[src/hdl/gdfp_consts.svh]
/*
 Constants for the gate driver fault supervisor: offsets, reset values, times.
 Assumes a 20 MHz pclk; all counts derive from the clock period below.
*/
`ifndef GDFP_CONSTS_SVH
`define GDFP_CONSTS_SVH
`define GDFP_CLK_NS 50
`define GDFP_CYC_UP(ns) ((((ns) + `GDFP_CLK_NS - 1) / `GDFP_CLK_NS))
`define GDFP_ADDR_W 12
`define GDFP_SYNC_RST 25'h0000006
`define GDFP_OFS_STATUS 12'h000
`define GDFP_OFS_CTRL 12'h004
`define GDFP_OFS_GATES 12'h008
`define GDFP_CTRL_RST 21'h000000
`define GDFP_OCP_HW_NS 4000
`define GDFP_DEG0_NS 1000
`define GDFP_DEG1_NS 2000
`define GDFP_DEG2_NS 4000
`define GDFP_DEG3_NS 8000
`define GDFP_DRIVE_NS 4000
`define GDFP_RETRY_NS 4000000
`define GDFP_CNT_W 12
`define GDFP_RETRY_W 20
`define GDFP_MODE_HB 3'h3
`define GDFP_MODE_FET_BIT 2
`endif

[src/hdl/gdfp_pkg.sv]
/*
 Types shared by the fault supervisor: control word, status word, overcurrent modes.
 Assumes the control struct layout is the control register layout, low bit last.
*/
package gdfp_pkg;
    typedef enum logic [1:0] {GDFP_OC_LATCH, GDFP_OC_RETRY, GDFP_OC_REPORT, GDFP_OC_OFF} gdfp_ocm_e;

    typedef struct packed {
        logic [2:0] phase_fet;
        logic [2:0] phase_hb;
        logic [2:0] bridge_mode;
        logic [2:0] per_phase_oc_disable;
        logic [1:0] overcurrent_deglitch_sel;
        logic [1:0] overcurrent_mode;
        logic thermal_recovery_mode;
        logic warn_to_fault_pin;
        logic gate_fault_disable;
        logic pump_uv_disable;
        logic clear_faults_cmd;
    } gdfp_ctrl_s;

    typedef struct packed {
        logic [5:0] per_gate_fault_flag;
        logic [5:0] per_fet_oc_flag;
        logic thermal_shutdown;
        logic thermal_warning;
        logic gate_drive_fault;
        logic overcurrent_flag;
        logic pump_uv_flag;
        logic supply_uv_flag;
        logic global_fault_flag;
    } gdfp_stat_s;
endpackage

[src/hdl/gdfp_hold_cnt.sv]
/*
 Persistence counter: flags a level that has held without a break for a limit.
 Assumes the level is already synchronous to pclk and the limit is stable.
*/
`timescale 1ns/1ns
`include "gdfp_consts.svh"
module gdfp_hold_cnt #(
    parameter int W = `GDFP_CNT_W
)(
    input logic pclk,
    input logic presetn,
    input logic active,
    input logic [W-1:0] limit,
    output logic hit
);
    logic [W-1:0] cnt_reg;
    logic [W-1:0] cnt_next;
    logic hit_reg;
    logic hit_next;

    // count while active, restart on any break, saturate at the limit
    always_comb begin
        cnt_next = '0;
        hit_next = 1'b0;
        if (active) begin
            cnt_next = (cnt_reg >= limit) ? cnt_reg : cnt_reg + 1'b1;
            hit_next = (cnt_reg >= limit);
        end
    end

    // state registers
    always_ff @(posedge pclk or negedge presetn) begin
        if (!presetn) begin
            cnt_reg <= '0;
            hit_reg <= 1'b0;
        end else begin
            cnt_reg <= cnt_next;
            hit_reg <= hit_next;
        end
    end

    assign hit = hit_reg;
endmodule

[src/hdl/gdfp_top.sv]
/*
 Fault supervisor for a three half-bridge gate driver, with an APB register slave.
 Assumes analog comparators arrive as asynchronous levels and gate senses high
 mean the gate has reached the high level.
*/
`timescale 1ns/1ns
`include "gdfp_consts.svh"
module gdfp_top #(
    parameter int RETRY_CYC = `GDFP_CYC_UP(`GDFP_RETRY_NS),
    parameter bit HW_VARIANT = 1'b0
)(
    input logic pclk,
    input logic presetn,
    input logic psel,
    input logic penable,
    input logic pwrite,
    input logic [`GDFP_ADDR_W-1:0] paddr,
    input logic [31:0] pwdata,
    output logic [31:0] prdata,
    output logic pready,
    output logic pslverr,
    input logic supply_uv_in,
    input logic pump_uv_in,
    input logic otw_in,
    input logic thermal_shutdown_in,
    input logic [5:0] vds_trip_in,
    input logic [5:0] gate_sense_in,
    input logic [5:0] pwm_in,
    input logic enable_pin,
    input logic low_power_pin,
    input logic hw_oc_disable_pin,
    output logic [2:0] high_gate_out,
    output logic [2:0] low_gate_out,
    output logic pump_enable,
    output logic fault_out_o,
    output logic fault_out_oe,
    output gdfp_pkg::gdfp_stat_s fault_status
);
    import gdfp_pkg::*;

    localparam int SW = 25;
    localparam logic [`GDFP_CNT_W-1:0] DEG_HW = `GDFP_CNT_W'(`GDFP_CYC_UP(`GDFP_OCP_HW_NS));
    localparam logic [`GDFP_CNT_W-1:0] DEG0 = `GDFP_CNT_W'(`GDFP_CYC_UP(`GDFP_DEG0_NS));
    localparam logic [`GDFP_CNT_W-1:0] DEG1 = `GDFP_CNT_W'(`GDFP_CYC_UP(`GDFP_DEG1_NS));
    localparam logic [`GDFP_CNT_W-1:0] DEG2 = `GDFP_CNT_W'(`GDFP_CYC_UP(`GDFP_DEG2_NS));
    localparam logic [`GDFP_CNT_W-1:0] DEG3 = `GDFP_CNT_W'(`GDFP_CYC_UP(`GDFP_DEG3_NS));
    localparam logic [`GDFP_CNT_W-1:0] DRV_LIM = `GDFP_CNT_W'(`GDFP_CYC_UP(`GDFP_DRIVE_NS));
    localparam logic [`GDFP_RETRY_W-1:0] RETRY_LAST = `GDFP_RETRY_W'(RETRY_CYC - 1);

    logic [SW-1:0] sync1_reg;
    logic [SW-1:0] sync2_reg;
    logic [5:0] pwm_s;
    logic [5:0] vds_s;
    logic [5:0] sense_s;
    logic supply_uv_s, pump_uv_s, otw_s, thermal_shutdown_s, en_s, lp_s, hwdis_s;
    logic en_prev_reg, lp_prev_reg;
    gdfp_ctrl_s ctrl_reg, ctrl_next;
    gdfp_stat_s stat_reg, stat_next;
    logic [31:0] prdata_reg, prdata_next;
    logic pready_reg, pready_next;
    logic pslverr_reg, pslverr_next;
    logic supply_uv_reg, supply_uv_next;
    logic pump_uv_reg, pump_uv_next;
    logic otw_reg, otw_next;
    logic thermal_shutdown_reg, thermal_shutdown_next;
    logic [5:0] oc_reg, oc_next;
    logic [5:0] gf_reg, gf_next;
    logic [`GDFP_RETRY_W-1:0] retry_reg, retry_next;
    logic [5:0] drv_reg, drv_next;
    logic pump_reg, pump_next;
    logic fault_reg, fault_next;
    logic zero_reg;
    logic [5:0] oc_hit;
    logic [5:0] gf_hit;
    logic [5:0] oc_watch;
    logic [5:0] mismatch;
    logic [5:0] gf_mask;
    logic [`GDFP_CNT_W-1:0] deg_lim;
    gdfp_ocm_e ocm;
    logic clr_pulse, clr_thermal, retry_done, thermal_shutdown_active, gf_all, all_off, wr_acc;

    // two-flop synchroniser for every pin level
    always_ff @(posedge pclk or negedge presetn) begin
        if (!presetn) begin
            sync1_reg <= `GDFP_SYNC_RST;  // enable and sleep pins idle high
            sync2_reg <= `GDFP_SYNC_RST;
        end else begin
            sync1_reg <= {pwm_in, vds_trip_in, gate_sense_in, supply_uv_in, pump_uv_in,
                          otw_in, thermal_shutdown_in, enable_pin, low_power_pin, hw_oc_disable_pin};
            sync2_reg <= sync1_reg;
        end
    end

    assign {pwm_s, vds_s, sense_s, supply_uv_s, pump_uv_s, otw_s, thermal_shutdown_s, en_s, lp_s, hwdis_s}
        = sync2_reg;

    // reset pulses end on the rising edge of the pin; clear command is one cycle
    assign clr_pulse = ctrl_reg.clear_faults_cmd | (en_s & ~en_prev_reg);
    assign clr_thermal = ctrl_reg.clear_faults_cmd | (lp_s & ~lp_prev_reg);

    // effective overcurrent mode and deglitch limit
    always_comb begin
        ocm = gdfp_ocm_e'(ctrl_reg.overcurrent_mode);
        if (HW_VARIANT) begin
            ocm = hwdis_s ? GDFP_OC_OFF : GDFP_OC_LATCH;
        end
        unique case (ctrl_reg.overcurrent_deglitch_sel)
            2'h0: deg_lim = DEG0;
            2'h1: deg_lim = DEG1;
            2'h2: deg_lim = DEG2;
            2'h3: deg_lim = DEG3;
        endcase
        if (HW_VARIANT) begin
            deg_lim = DEG_HW;
        end
    end

    // per-fet monitors: overcurrent deglitch and gate slew timeout
    generate
        for (genvar i = 0; i < 6; i++) begin : g_mon
            assign oc_watch[i] = vds_s[i] & drv_reg[i] & ~ctrl_reg.per_phase_oc_disable[i/2]
                                 & (ocm != GDFP_OC_OFF);
            assign mismatch[i] = drv_reg[i] ^ sense_s[i];
            gdfp_hold_cnt #(.W(`GDFP_CNT_W)) u_oc (
                .pclk(pclk),
                .presetn(presetn),
                .active(oc_watch[i]),
                .limit(deg_lim),
                .hit(oc_hit[i])
            );
            gdfp_hold_cnt #(.W(`GDFP_CNT_W)) u_gf (
                .pclk(pclk),
                .presetn(presetn),
                .active(mismatch[i]),
                .limit(DRV_LIM),
                .hit(gf_hit[i])
            );
        end
    endgenerate

    // thermal shutdown holds until cleared in mode 0, follows the sensor in mode 1
    assign thermal_shutdown_active = ctrl_reg.thermal_recovery_mode ? thermal_shutdown_s : thermal_shutdown_reg;
    assign retry_done = (ocm == GDFP_OC_RETRY) && (|oc_reg) && (retry_reg == RETRY_LAST);

    // fault flags; a set always wins over a clear in the same cycle
    always_comb begin
        supply_uv_next = supply_uv_s | (supply_uv_reg & ~(clr_pulse & ~supply_uv_s));
        pump_uv_next = (pump_uv_s & ~thermal_shutdown_active)
                       | (pump_uv_reg & ~(clr_pulse & ~pump_uv_s));
        otw_next = otw_s;
        thermal_shutdown_next = thermal_shutdown_s | (thermal_shutdown_reg & ~(clr_thermal & ~thermal_shutdown_s));
        for (int i = 0; i < 6; i++) begin
            if (ocm == GDFP_OC_RETRY) begin
                oc_next[i] = oc_hit[i] | (oc_reg[i] & ~retry_done);
            end else begin
                oc_next[i] = oc_hit[i] | (oc_reg[i] & ~(clr_pulse & ~vds_s[i]));
            end
            gf_next[i] = gf_hit[i] | (gf_reg[i] & ~(clr_pulse & ~mismatch[i]));
        end
        if (ocm == GDFP_OC_OFF) begin
            oc_next = '0;
        end
        retry_next = '0;
        if ((ocm == GDFP_OC_RETRY) && (|oc_reg) && !retry_done) begin
            retry_next = retry_reg + 1'b1;
        end
    end

    // shutdown scope of a gate fault by bridge mode and per-phase setting
    always_comb begin
        gf_all = 1'b0;
        gf_mask = '0;
        for (int i = 0; i < 6; i++) begin
            if (gf_reg[i] && !ctrl_reg.gate_fault_disable) begin
                if (ctrl_reg.bridge_mode[`GDFP_MODE_FET_BIT] || ctrl_reg.phase_fet[i/2]) begin
                    gf_mask[i] = 1'b1;
                end else if ((ctrl_reg.bridge_mode == `GDFP_MODE_HB) || ctrl_reg.phase_hb[i/2]) begin
                    gf_mask[(i/2)*2] = 1'b1;
                    gf_mask[(i/2)*2+1] = 1'b1;
                end else begin
                    gf_all = 1'b1;
                end
            end
        end
    end

    // gate, pump and fault pin drive
    always_comb begin
        all_off = supply_uv_s
                  | (pump_uv_s & ~ctrl_reg.pump_uv_disable)
                  | ((|oc_reg) & ((ocm == GDFP_OC_LATCH) | (ocm == GDFP_OC_RETRY)))
                  | thermal_shutdown_active | gf_all;
        drv_next = all_off ? 6'h00 : (pwm_s & ~gf_mask);
        pump_next = ~supply_uv_s & ~thermal_shutdown_active;
        fault_next = supply_uv_s | (pump_uv_s & ~ctrl_reg.pump_uv_disable)
                     | (|oc_reg)
                     | ((|gf_reg) & ~ctrl_reg.gate_fault_disable)
                     | (otw_reg & ctrl_reg.warn_to_fault_pin)
                     | thermal_shutdown_active;
    end

    // status word; global flag is the OR of every individual flag
    always_comb begin
        stat_next.per_gate_fault_flag = gf_reg;
        stat_next.per_fet_oc_flag = oc_reg;
        stat_next.thermal_shutdown = thermal_shutdown_reg;
        stat_next.thermal_warning = otw_reg;
        stat_next.gate_drive_fault = |gf_reg;
        stat_next.overcurrent_flag = |oc_reg;
        stat_next.pump_uv_flag = pump_uv_reg;
        stat_next.supply_uv_flag = supply_uv_reg;
        stat_next.global_fault_flag = supply_uv_reg | pump_uv_reg | (|oc_reg) | (|gf_reg)
                                      | otw_reg | thermal_shutdown_reg;
    end

    // apb slave: answer prepared in setup, access phase takes one cycle
    assign wr_acc = psel & penable & pready_reg & pwrite;
    always_comb begin
        ctrl_next = ctrl_reg;
        ctrl_next.clear_faults_cmd = 1'b0;
        if (wr_acc && (paddr == `GDFP_OFS_CTRL)) begin
            ctrl_next = gdfp_ctrl_s'(pwdata[$bits(gdfp_ctrl_s)-1:0]);
            if (ocm == GDFP_OC_OFF) begin
                ctrl_next.per_phase_oc_disable = ctrl_reg.per_phase_oc_disable;
            end
        end
        pready_next = psel & ~penable;
        pslverr_next = 1'b0;
        prdata_next = 32'h00000000;
        if (psel && !penable) begin
            unique case (paddr)
                `GDFP_OFS_STATUS: prdata_next = 32'(stat_reg);
                `GDFP_OFS_CTRL: prdata_next = 32'(ctrl_reg);
                `GDFP_OFS_GATES: prdata_next = {25'h0000000, pump_reg, drv_reg};
                default: pslverr_next = 1'b1;
            endcase
        end
    end

    // state registers
    always_ff @(posedge pclk or negedge presetn) begin
        if (!presetn) begin
            en_prev_reg <= 1'b1;  // no false reset pulse after reset
            lp_prev_reg <= 1'b1;
            ctrl_reg <= gdfp_ctrl_s'(`GDFP_CTRL_RST);
            stat_reg <= '0;
            prdata_reg <= 32'h00000000;
            pready_reg <= 1'b0;
            pslverr_reg <= 1'b0;
            supply_uv_reg <= 1'b0;
            pump_uv_reg <= 1'b0;
            otw_reg <= 1'b0;
            thermal_shutdown_reg <= 1'b0;
            oc_reg <= 6'h00;
            gf_reg <= 6'h00;
            retry_reg <= '0;
            drv_reg <= 6'h00;
            pump_reg <= 1'b0;
            fault_reg <= 1'b0;
            zero_reg <= 1'b0;
        end else begin
            en_prev_reg <= en_s;
            lp_prev_reg <= lp_s;
            ctrl_reg <= ctrl_next;
            stat_reg <= stat_next;
            prdata_reg <= prdata_next;
            pready_reg <= pready_next;
            pslverr_reg <= pslverr_next;
            supply_uv_reg <= supply_uv_next;
            pump_uv_reg <= pump_uv_next;
            otw_reg <= otw_next;
            thermal_shutdown_reg <= thermal_shutdown_next;
            oc_reg <= oc_next;
            gf_reg <= gf_next;
            retry_reg <= retry_next;
            drv_reg <= drv_next;
            pump_reg <= pump_next;
            fault_reg <= fault_next;
            zero_reg <= 1'b0;
        end
    end

    // outputs straight from registers; fet 2p is high side, 2p+1 low side
    assign high_gate_out = {drv_reg[4], drv_reg[2], drv_reg[0]};
    assign low_gate_out = {drv_reg[5], drv_reg[3], drv_reg[1]};
    assign pump_enable = pump_reg;
    assign fault_out_o = zero_reg;
    assign fault_out_oe = fault_reg;  // pulls the open-drain pin low
    assign fault_status = stat_reg;
    assign prdata = prdata_reg;
    assign pready = pready_reg;
    assign pslverr = pslverr_reg;
endmodule

[config.mk]
export PLATFORM = sky130hd
export DESIGN_NAME = gdfp_top
export DESIGN_NICKNAME = d
export VERILOG_FILES = /design/src/hdl/gdfp_pkg.sv /design/src/hdl/gdfp_hold_cnt.sv /design/src/hdl/gdfp_top.sv
export VERILOG_INCLUDE_DIRS = /design/src /design/src/hdl
export SDC_FILE = /design/constraint.sdc
export NUM_CORES = 1
export LEC_CHECK = 0
export BUFFER_PORTS_ARGS = -buffer_cell sky130_fd_sc_hd__buf_2
export CAP_MARGIN = 30
export CORE_MARGIN = 2
export CORE_UTILIZATION = 59
export CTS_CLUSTER_DIAMETER = 120
export DETAILED_ROUTE_END_ITERATION = 12
export PLACE_DENSITY = 0.79
export SYNTH_ARGS = -nofsm -noshare
export SYNTH_HDL_FRONTEND = slang
export SYNTH_SLANG_ARGS = --single-unit
[constraint.sdc]
create_clock -name pclk -period 2.6 [get_ports pclk]
set_input_delay 0.39 -clock pclk [delete_from_list [all_inputs] [get_ports pclk]]
set_output_delay 0.39 -clock pclk [all_outputs]
set_load 0.01 [all_outputs]
==> impl_metrics.ini, run 1 <==
[sta]
maxClockFrequency_mhz = 391.3
fin_worst_skew_ns = 0.01230
final-max-slew-violation-count = 0
timing.hold.ws_ns = 0.08252
tightest_slew_ns = 0.7884
fin_hold_viols = 0
timing.max_slew.rel_slack_pct = 46.08
fin_crit_period_ns = 2.555
min_period_over_period_pct = 98.29
post-route-worst-setup-slack_ns = 0.04456
setup_viol = 0

[placement]
gp_congestion = 0.8778
placed_wire_length_estimate_um = 22120
place_area_um2 = 15200
preCtsSetupSlack_ns = 0.05788
post-place-cells = 1693
port_buffers = 111

[floorplanning]
die-area_um2 = 25300
floorplan.io_pins = 136
core_region_area_um2 = 23540
chipHeight_um = 159.1
rows = 56
initial_core_util_pct = 60.27
chipWidth_um = 159.1

[synth]
ys_top_cells_by_count = sky130_fd_sc_hd__dfrtp_1 (307), sky130_fd_sc_hd__nor2_1 (113), sky130_fd_sc_hd__a21oi_1 (84)
async_s_r_ff_share_synth_pct = 100.0
yosys_register_bits = 313
yosys_top_cell_area_share_pct = 54.14
synth_top_family_by_area = simple AND/OR/NAND/NOR gates
yosys-top-cells-area = sky130_fd_sc_hd__dfrtp_1 (54%), sky130_fd_sc_hd__ha_1 (5.4%), sky130_fd_sc_hd__nor2_1 (3.0%)
synth-edff-count = 0
synthesis.instances = 1263
adder_cell_share_of_the_synthesized_area_pct = 5.379
synth_area_per_cell_um2 = 11.23
seq_total_area_yosys_pct = 55.26
ys.flop_type = sky130_fd_sc_hd__dfrtp_1
netlist-cell-type-count = 63
synth_compound_area_share_pct = 10.11
synthesis.yosys.warnings = 0
synth.mux.area_fraction_pct = 4.030
post_synth_xor_area_fraction_pct = 2.654
synth.cell_area_um2 = 14190
post_synth_and_or_nand_nor_area_fraction_pct = 19.50
synth_most_common_cell = sky130_fd_sc_hd__dfrtp_1
synth_top_cell_by_area = sky130_fd_sc_hd__dfrtp_1

[hold_path]
min_to = ctrl_reg[20]
min-delay-path-class = input port to flip-flop
worst_hold_path.num_cells = 2
hold_path_startpoint = pwdata[20]

[drt]
dr_total_vias = 10370
first_pass_iteration_count_of_the_detailed_router = 5
routed_wire_length_um = 32410
drt-initial-drc-count = 914
ant_nets = 0
post_drt_via_cell_ratio = 5.830
post-route-drc-count = 0
wire_per_inst_um = 18.22

[clock_network]
cts_max_level = 2
cts_made_buffers = 35
tritoncts = done
cts_sinks = 313
cts.clk_slew.worst_paths_ns = 0.06
clk_lat_worst_skew_ns = 0.52
max-clock-path-buffers = 3
cts_setup_buffers = 0
cts-root-buf = sky130_fd_sc_hd__clkbuf_16

[worst_setup_path]
timing.critical_path.from_type = flip-flop
worst-endpoint-required_ns = 3.00
worstReg2RegEnd = g_mon[3].u_oc.cnt_reg[7]
timing.rr.start = ctrl_reg[8]
worst-endpoint-arrival_ns = 2.96
setup.reg_to_reg.worst_slack_ns = 0.04
end_kind = flip-flop
timing_worst_setup_path_type = flip-flop to flip-flop
crit_fanout = 9
slowest_delay_ns = 0.43
timing.reg2reg.worst_path_depth = 6
crit_path_cell_trace = nand2b_1 -> ha_1 -> and3_1 -> o31a_1 -> nor4_2 -> mux2_2
worst_path_max_delay_cell = sky130_fd_sc_hd__dfrtp_1

[finish]
share_of_layout_cells_above_drive_strength_1_pct = 18.15
post-route-util_pct = 70.70
area_growth_pct = 17.31
layout.cells.non_filler = 1779
layout.cell_area.non_filler_um2 = 16640
nets = 1571
n_diodes = 0

[power]
vdd_ir_drop_max_mv = 0.5701
power_density_nw_per_um2 = 630.1
p_leak_nw = 7.756

[global_routing]
gr-usage-all-layers_pct = 26.05
global_route_wire_length_before_repair_um = 53800
grt.overflow.total = 0
grt_pass1_vias = 10640
pin_count_of_the_biggest_net_entering_global_routing = 75
number_of_antenna_violations_at_the_first_check_in_global_routing = 0

[run_status]
outcome = completed

[flow_run]
timing.max_cap.violations = 0
==> critical path, delay by kind of cell, from the launching register on <==
family / cells / cell delay, ns
DFF: 1 / 0.43
and+or+nand+nor: 3 / 0.88
muxes: 1 / 0.37
adders and majority gates: 1 / 0.36
AOI/OAI and AO/OA: 1 / 0.39
==> cells by family (layout without fill, tap and decap cells) <==
family                   Yosys count  count (layout)
flip-flops                       313             313
other                              1              12
multiplexers                      54              54
AO/OA/AOI/OAI                    221             221
XOR/XNOR                          43              43
AND/OR/NAND/NOR                  480             480
buffers and inverters             90             276
adder cells (fa/ha/maj)           61              61
==> layout make-up <==
type,instances,area [µm²]
Sequential cell,313,7841
Fill cell,1721,6898
Multi-Input combinational cell,871,5972
Timing Repair Buffer,163,1056
Clock buffer,48,984.7
Tap cell,319,399.1
Clock inverter,13,196.4
Inverter,52,195.2
==> metal layers <==
layer / up-vias / global-route usage [%] / share of wire [%]
met4: 0 / 9.628 / 3.3
met5: - / 0 / 0
met1: 5123 / 34.77 / 43
li1: 4869 / - / -
met3: 78 / 4.142 / 4.8
met2: 302 / 43.46 / 49
==> power breakdown <==
| group | leakage [nW] | internal, mW | switching, mW |
|---|---|---|---|
| sequential | 4.20 | 4.96 | 0.0694 |
| combinational | 2.98 | 0.157 | 0.257 |
| clock | 0.574 | 3.07 | 1.97 |
| total | 7.76 | 8.19 | 2.30 |
==> per-stage QoR <==
stage	TNS [ns]	power (mW)
3_5_place_dp	0	5.501
6_report	0	10.49
3_3_place_gp	0	5.483
5_1_grt	-0.007418	10.83
2_1_floorplan	0	5.274
4_1_cts	0	10.56
==> cell usage in the layout (no fill, tap or decap), types with 27 or more instances in the layout <==
cell type                   synthesis  layout
sky130_fd_sc_hd__dfrtp_1          307     306
sky130_fd_sc_hd__nor2_1           113     113
sky130_fd_sc_hd__buf_2              6     110
sky130_fd_sc_hd__a21oi_1           84      84
sky130_fd_sc_hd__ha_1              61      61
sky130_fd_sc_hd__inv_1             52      52
sky130_fd_sc_hd__nand3_1           52      52
sky130_fd_sc_hd__nand2_1           52      51
sky130_fd_sc_hd__and2_1            46      46
sky130_fd_sc_hd__clkbuf_16          0      35
sky130_fd_sc_hd__o21ai_0           34      34
sky130_fd_sc_hd__xnor2_1           33      33
sky130_fd_sc_hd__nand4_1           31      31
sky130_fd_sc_hd__nor2b_1           30      30
sky130_fd_sc_hd__mux2i_1           29      29
sky130_fd_sc_hd__or4_1             28      28
sky130_fd_sc_hd__o31ai_1           28      27
==> how the worst max path moves through the flow <==
stage	from	to	cells after the start
CTS	ctrl_reg[7]	g_mon[3].u_oc.cnt_reg[7]	6
global route	ctrl_reg[7]	g_mon[3].u_oc.cnt_reg[7]	7
detailed placement	ctrl_reg[7]	g_mon[3].u_oc.cnt_reg[7]	6
finish	ctrl_reg[8]	g_mon[3].u_oc.cnt_reg[7]	6
floorplan	ctrl_reg[8]	g_mon[2].u_oc.cnt_reg[5]	7
global placement	ctrl_reg[7]	g_mon[3].u_oc.cnt_reg[7]	6
==> timing repair <==
item | 4_1_cts | 5_1_grt
hold endpoints to repair | 77 | 0
resized for setup | 0 | 4
endpoints found under the setup margin | 0 | 11
hold buffers | 25 | 0
Power figures use the tool's default switching activity.
==> run 2, diff against run 1 <==
- CORE_UTILIZATION: 59 -> 54
- PLACE_DENSITY: 0.79 -> 0.77
- clock period: 2.6 -> 2.25 ns (I/O delays scaled with it)
==> run 2 against run 1 <==
Net effect: clock power increased by 6.7%; utilization shrank 3.7 points; largest power group is now sequential cells; global-route usage is 2.3 points lower; via count is 2.9% higher.
==> impl_metrics.ini, run 2 (synthesis gave the netlist of run 1 again) <==
[run_status]
outcome = completed

[global_routing]
busiest_layer = met2
grt_pass1_vias = 10660
global_route_wire_length_before_repair_um = 53780
number_of_antenna_violations_at_the_first_check_in_global_routing = 0
grtUsageMet1_pct = 32.59
grt.overflow.total = 0
gr-usage-all-layers_pct = 23.79
pin_count_of_the_biggest_net_entering_global_routing = 57
groute.layer.met2.usage_pct = 38.68
globalRouteMet3Util_pct = 3.527

[floorplanning]
initial_core_util_pct = 54.76
chipHeight_um = 166.1
die-area_um2 = 27590
rows = 59
floorplan.io_pins = 136
chipWidth_um = 166.1
core_region_area_um2 = 25910

[finish]
fillerInstances = 1852
nets = 1625
regArea_um2 = 7841
share_of_layout_cells_above_drive_strength_1_pct = 24.95
layout.cell_area.non_filler_um2 = 17370
n_diodes = 0
most_frequent_cells_in_the_layout = sky130_fd_sc_hd__dfrtp_1 (306), sky130_fd_sc_hd__nor2_1 (112), sky130_fd_sc_hd__buf_2 (110)
multiInputGateArea_um2 = 6335
mostFrequentLayoutCell = sky130_fd_sc_hd__dfrtp_1
post-route-util_pct = 67.03
area_growth_pct = 22.42

[sta]
tightest_slew_ns = 0.6831
fin_worst_skew_ns = 0.01343
setup_viol = 0
rsz0062_at_grt = yes
min_period_over_period_pct = 98.78
maxClockFrequency_mhz = 449.9
timing.max_slew.rel_slack_pct = 53.28
fin_hold_viols = 0
final-max-slew-violation-count = 0
post-route-worst-setup-slack_ns = 0.02743
timing.hold.ws_ns = 0.02667
fin_crit_period_ns = 2.223

[drt]
wire_per_inst_um = 17.96
first_pass_iteration_count_of_the_detailed_router = 7
post-route-drc-count = 0
ant_nets = 0
routed_wire_length_um = 33220
post_drt_via_cell_ratio = 5.771
dr_total_vias = 10680
drt-initial-drc-count = 776

[clock_network]
cts_made_buffers = 34
cts-root-buf = sky130_fd_sc_hd__clkbuf_16
cts_sinks = 313
tritoncts = done
max-clock-path-buffers = 3
cts.clk_slew.worst_paths_ns = 0.06
cts_max_level = 2
clk_lat_worst_skew_ns = 0.52

[worst_setup_path]
timing.critical_path.from_type = flip-flop
crit_fanout = 8
worst-endpoint-required_ns = 2.68
timing_worst_setup_path_type = flip-flop to flip-flop
worst-endpoint-arrival_ns = 2.65
worstSetupStartpoint = ctrl_reg[8]
end_kind = flip-flop
timing.rr.start = ctrl_reg[8]

[flow_run]
timing.max_cap.violations = 0

[hold_path]
hold_path_startpoint = pwdata[0]
min-delay-path-class = input port to flip-flop

[placement]
placed_wire_length_estimate_um = 22550
place_area_um2 = 15550
gp_congestion = 0.8878
preCtsSetupSlack_ns = -0.1525
port_buffers = 111

[power]
power_density_nw_per_um2 = 672.4
p_leak_nw = 8.092
vdd_ir_drop_max_mv = 0.7715
run 2: area by class of cell:
cell class,count,share of cell area (%)
sequential,313,45.14
multi-input combinational,871,36.47
timing repair buffer,218,8.637
clock buffer,53,5.712
tap,335,2.413
inverter,52,1.124
clock inverter,8,0.4970
run 2: power by group:
group	switching (mW)	internal (mW)	leakage [nW]	total, mW
Sequential	0.0770	5.73	4.20	5.81
Combinational	0.295	0.190	3.37	0.485
Clock	2.22	3.16	0.525	5.38
Total	2.59	9.09	8.09	11.7
run 2: per-stage QoR:
step             TNS [ns]  total power [mW]  instances
5_1_grt           -0.4766             12.10       1850
3_5_place_dp       -2.367             6.365       1752
3_3_place_gp      -0.7633             6.346       1752
6_report                0             11.68       1850
2_1_floorplan           0             6.095       1274
4_1_cts        -0.0009421             11.79       1844
run 2: metal layers:
metal  routed length [µm]  vias up
li1                     -     4976
met1                14250     5290
met2                16000      321
met3                 1690       90
met4                 1282        0
met5                    0        -
run 2: worst paths after layout:
| kind | slack, ns | end | cells past startpoint |
|---|---|---|---|
| min in group asynchronous | 0.33 | g_mon[3].u_gf.cnt_reg[0] | 2 |
| min | 0.03 | ctrl_reg[0] | 3 |
| max reg2reg | 0.03 | g_mon[2].u_oc.cnt_reg[5] | 7 |
| min reg2reg | 0.34 | sync2_reg[5] | 0 |
| max in group asynchronous | 1.24 | en_prev_reg | 3 |
| max | 0.03 | g_mon[2].u_oc.cnt_reg[5] | 7 |
run 2: what timing repair did:
item                       CTS  global route
gates resized for setup     14            61
hold buffers                25             0
buffers inserted             6             5
setup endpoints to repair   29            33
hold endpoints to repair    69             0
pin swaps                   10            24
cloned                       0             1
run 2: worst max-delay path, cell delays in order (launching register included):
cell and delay, ns:
sky130_fd_sc_hd__dfrtp_1 0.43, sky130_fd_sc_hd__nand2b_4 0.19, sky130_fd_sc_hd__buf_6 0.12, sky130_fd_sc_hd__ha_4 0.22, sky130_fd_sc_hd__and3_4 0.17, sky130_fd_sc_hd__o31a_1 0.37
sky130_fd_sc_hd__or4_4 0.51, sky130_fd_sc_hd__a21oi_2 0.13
==> run 3, diff against run 2 <==
- CORE_UTILIZATION: 54 -> 50
- PLACE_DENSITY: 0.77 -> 0.72
==> run 3 against run 2 <==
Net effect: clock skew decreased by 0.00083 ns; die area up 7.8%; non-clock buffer count rose by 9; combinational power is 2% higher; worst setup slack lost 0.030 ns; first-iteration DRC count down 31%; critical path depth is 1 higher; largest power group is now clock; final cell count increased by 2.9%; the flow now finishes with violations (negative setup slack).
==> impl_metrics.ini, run 3 (synthesis gave the netlist of run 1 again) <==
[power]
p_leak_nw = 8.194
power_density_nw_per_um2 = 680.5
vdd_ir_drop_max_mv = 0.6566

[sta]
rsz0062_at_grt = yes
tightest_slew_ns = 0.6781
final-max-slew-violation-count = 0
fin_worst_skew_ns = 0.01260
post-route-worst-setup-slack_ns = -0.002350
timing.max_slew.rel_slack_pct = 54.64
setup_viol = 1
fin_hold_viols = 0
timing.hold.ws_ns = 0.02027
min_period_over_period_pct = 100.1
fin_crit_period_ns = 2.252
maxClockFrequency_mhz = 444.0
setup-tns-final_ns = -0.002350

[floorplanning]
rows = 61
die-area_um2 = 29740
initial_core_util_pct = 50.93
chipWidth_um = 172.5
core_region_area_um2 = 27860
floorplan.io_pins = 136
chipHeight_um = 172.5

[worst_setup_path]
critPathMostFrequentCell = sky130_fd_sc_hd__buf_6
setup.reg_to_reg.worst_slack_ns = -0.002
worst_path_max_delay_cell = sky130_fd_sc_hd__dfrtp_2
timing_worst_setup_path_type = flip-flop to flip-flop
crit_path_cell_trace = buf_6 -> buf_4 -> ha_1 -> and4_1 -> o31a_1 -> buf_6 -> or4_4 -> a21oi_2
worstReg2RegEnd = g_mon[3].u_oc.cnt_reg[3]
cp_top_family = simple AND/OR/NAND/NOR gates
end_kind = flip-flop
timing.reg2reg.worst_path_depth = 8
worst-endpoint-required_ns = 2.69
timing.rr.start = ctrl_reg[7]
crit_fanout = 6
slowest_delay_ns = 0.47
worst-endpoint-arrival_ns = 2.69
critical_path_buf_inv_count = 3
timing.critical_path.from_type = flip-flop

[global_routing]
pin_count_of_the_biggest_net_entering_global_routing = 78
gr-usage-all-layers_pct = 22.38
grt_pass1_vias = 10550
grt.overflow.total = 0
global_route_wire_length_before_repair_um = 52610
number_of_antenna_violations_at_the_first_check_in_global_routing = 3

[drt]
met1Wirelength_um = 14340
total_met3_wirelength_after_detailed_routing_um = 1946
routed_wire_length_um = 33560
wire_per_inst_um = 17.63
post_drt_via_cell_ratio = 5.563
ant_nets = 0
dr_total_vias = 10590
drt-initial-drc-count = 537
post-route-drc-count = 0
first_pass_iteration_count_of_the_detailed_router = 5
maxUsedRoutingLayer = met5
met2WireLength_um = 15910

[clock_network]
cts.clk_slew.worst_paths_ns = 0.06
max-clock-path-buffers = 3
cts_max_level = 2
cts-root-buf = sky130_fd_sc_hd__clkbuf_16
clk_lat_worst_skew_ns = 0.53
cts_made_buffers = 35
tritoncts = done
cts_sinks = 313

[hold_path]
hold_path_startpoint = pwdata[2]
worst_hold_path.num_cells = 2
min-delay-path-class = input port to flip-flop
min_to = ctrl_reg[2]

[finish]
layout.cell_area.non_filler_um2 = 17830
share_of_layout_cells_above_drive_strength_1_pct = 27.08
post-route-util_pct = 64.02
mostFrequentLayoutCell = sky130_fd_sc_hd__dfrtp_1
nets = 1635
area_growth_pct = 25.69
most_frequent_cells_in_the_layout = sky130_fd_sc_hd__dfrtp_1 (306), sky130_fd_sc_hd__nor2_1 (111), sky130_fd_sc_hd__buf_2 (110)
layout.cells.non_filler = 1904

[run_status]
outcome = finished, violations left
failed_checks = negative setup slack

[placement]
port_buffers = 111
placed_wire_length_estimate_um = 23240
place_area_um2 = 15670
post-place-cells = 1800
gp_congestion = 0.8340

[flow_run]
timing.max_cap.violations = 0
run 3: cell count changes in the layout (fill, tap and decap cells not counted), moves of 3 or more:
| cell | change |
|---|---|
| sky130_fd_sc_hd__nand2b_4 | -3 |
| sky130_fd_sc_hd__nand2b_1 | +3 |
| sky130_fd_sc_hd__ha_1 | -10 |
| sky130_fd_sc_hd__o31ai_2 | +7 |
| sky130_fd_sc_hd__clkinv_2 | +6 |
| sky130_fd_sc_hd__o31ai_1 | -5 |
| sky130_fd_sc_hd__clkbuf_1 | -6 |
| sky130_fd_sc_hd__bufinv_16 | +3 |
| sky130_fd_sc_hd__a21oi_1 | -5 |
| sky130_fd_sc_hd__o211ai_2 | -3 |
| sky130_fd_sc_hd__o211ai_4 | +3 |
| sky130_fd_sc_hd__buf_6 | +6 |
| sky130_fd_sc_hd__ha_4 | +9 |
| sky130_fd_sc_hd__a21oi_4 | +4 |
run 3: metrics by stage:
| step | power, mW | worst slack, ns |
|---|---|---|
| finish | 12.13 | -0.002350 |
| global route | 12.55 | -0.08754 |
| global placement | 6.361 | -0.05611 |
| detailed placement | 6.379 | -0.1179 |
| floorplan | 6.095 | 0.009509 |
| CTS | 12.24 | -0.01632 |
run 3: how the worst max path moves through the flow:
stage	slack, ns	cells after the start	startpoint	end
after floorplan	0.01	7	ctrl_reg[8]	g_mon[2].u_oc.cnt_reg[5]
final	-0.002	8	ctrl_reg[7]	g_mon[3].u_oc.cnt_reg[3]
after global routing	-0.09	9	ctrl_reg[8]	g_mon[5].u_oc.cnt_reg[7]
after CTS	-0.02	9	ctrl_reg[8]	g_mon[3].u_oc.cnt_reg[3]
after global placement	-0.06	7	ctrl_reg[8]	g_mon[2].u_oc.cnt_reg[5]
after detailed placement	-0.12	7	ctrl_reg[8]	g_mon[2].u_oc.cnt_reg[3]
run 3: timing repair:
action	in CTS	in global routing
pin swaps	18	38
buffers inserted	9	7
resized for setup	19	90
hold endpoints to repair	92	0
hold buffers	25	0
endpoints found under the setup margin	28	41
run 3: power breakdown:
part	switching (mW)	internal, mW
registers	0.0809	5.73
logic	0.298	0.196
clock network	2.30	3.52
total	2.68	9.45
run 3: metal layers:
layer,global-route usage [%],vias to the layer above
met5,0,-
met4,9.024,4
met3,4.921,91
met2,36.63,251
met1,29.00,5251
li1,-,4994
run 3: layout make-up:
type	instances	area [µm²]
clock inverters	16	214.0
multi-input cells	871	6529
clock buffers	46	967.2
flip-flops and latches	313	7841
well taps	378	473.0
repair buffers	227	1612
diodes	1	2.502
fillers	2079	10020
inverters	52	195.2
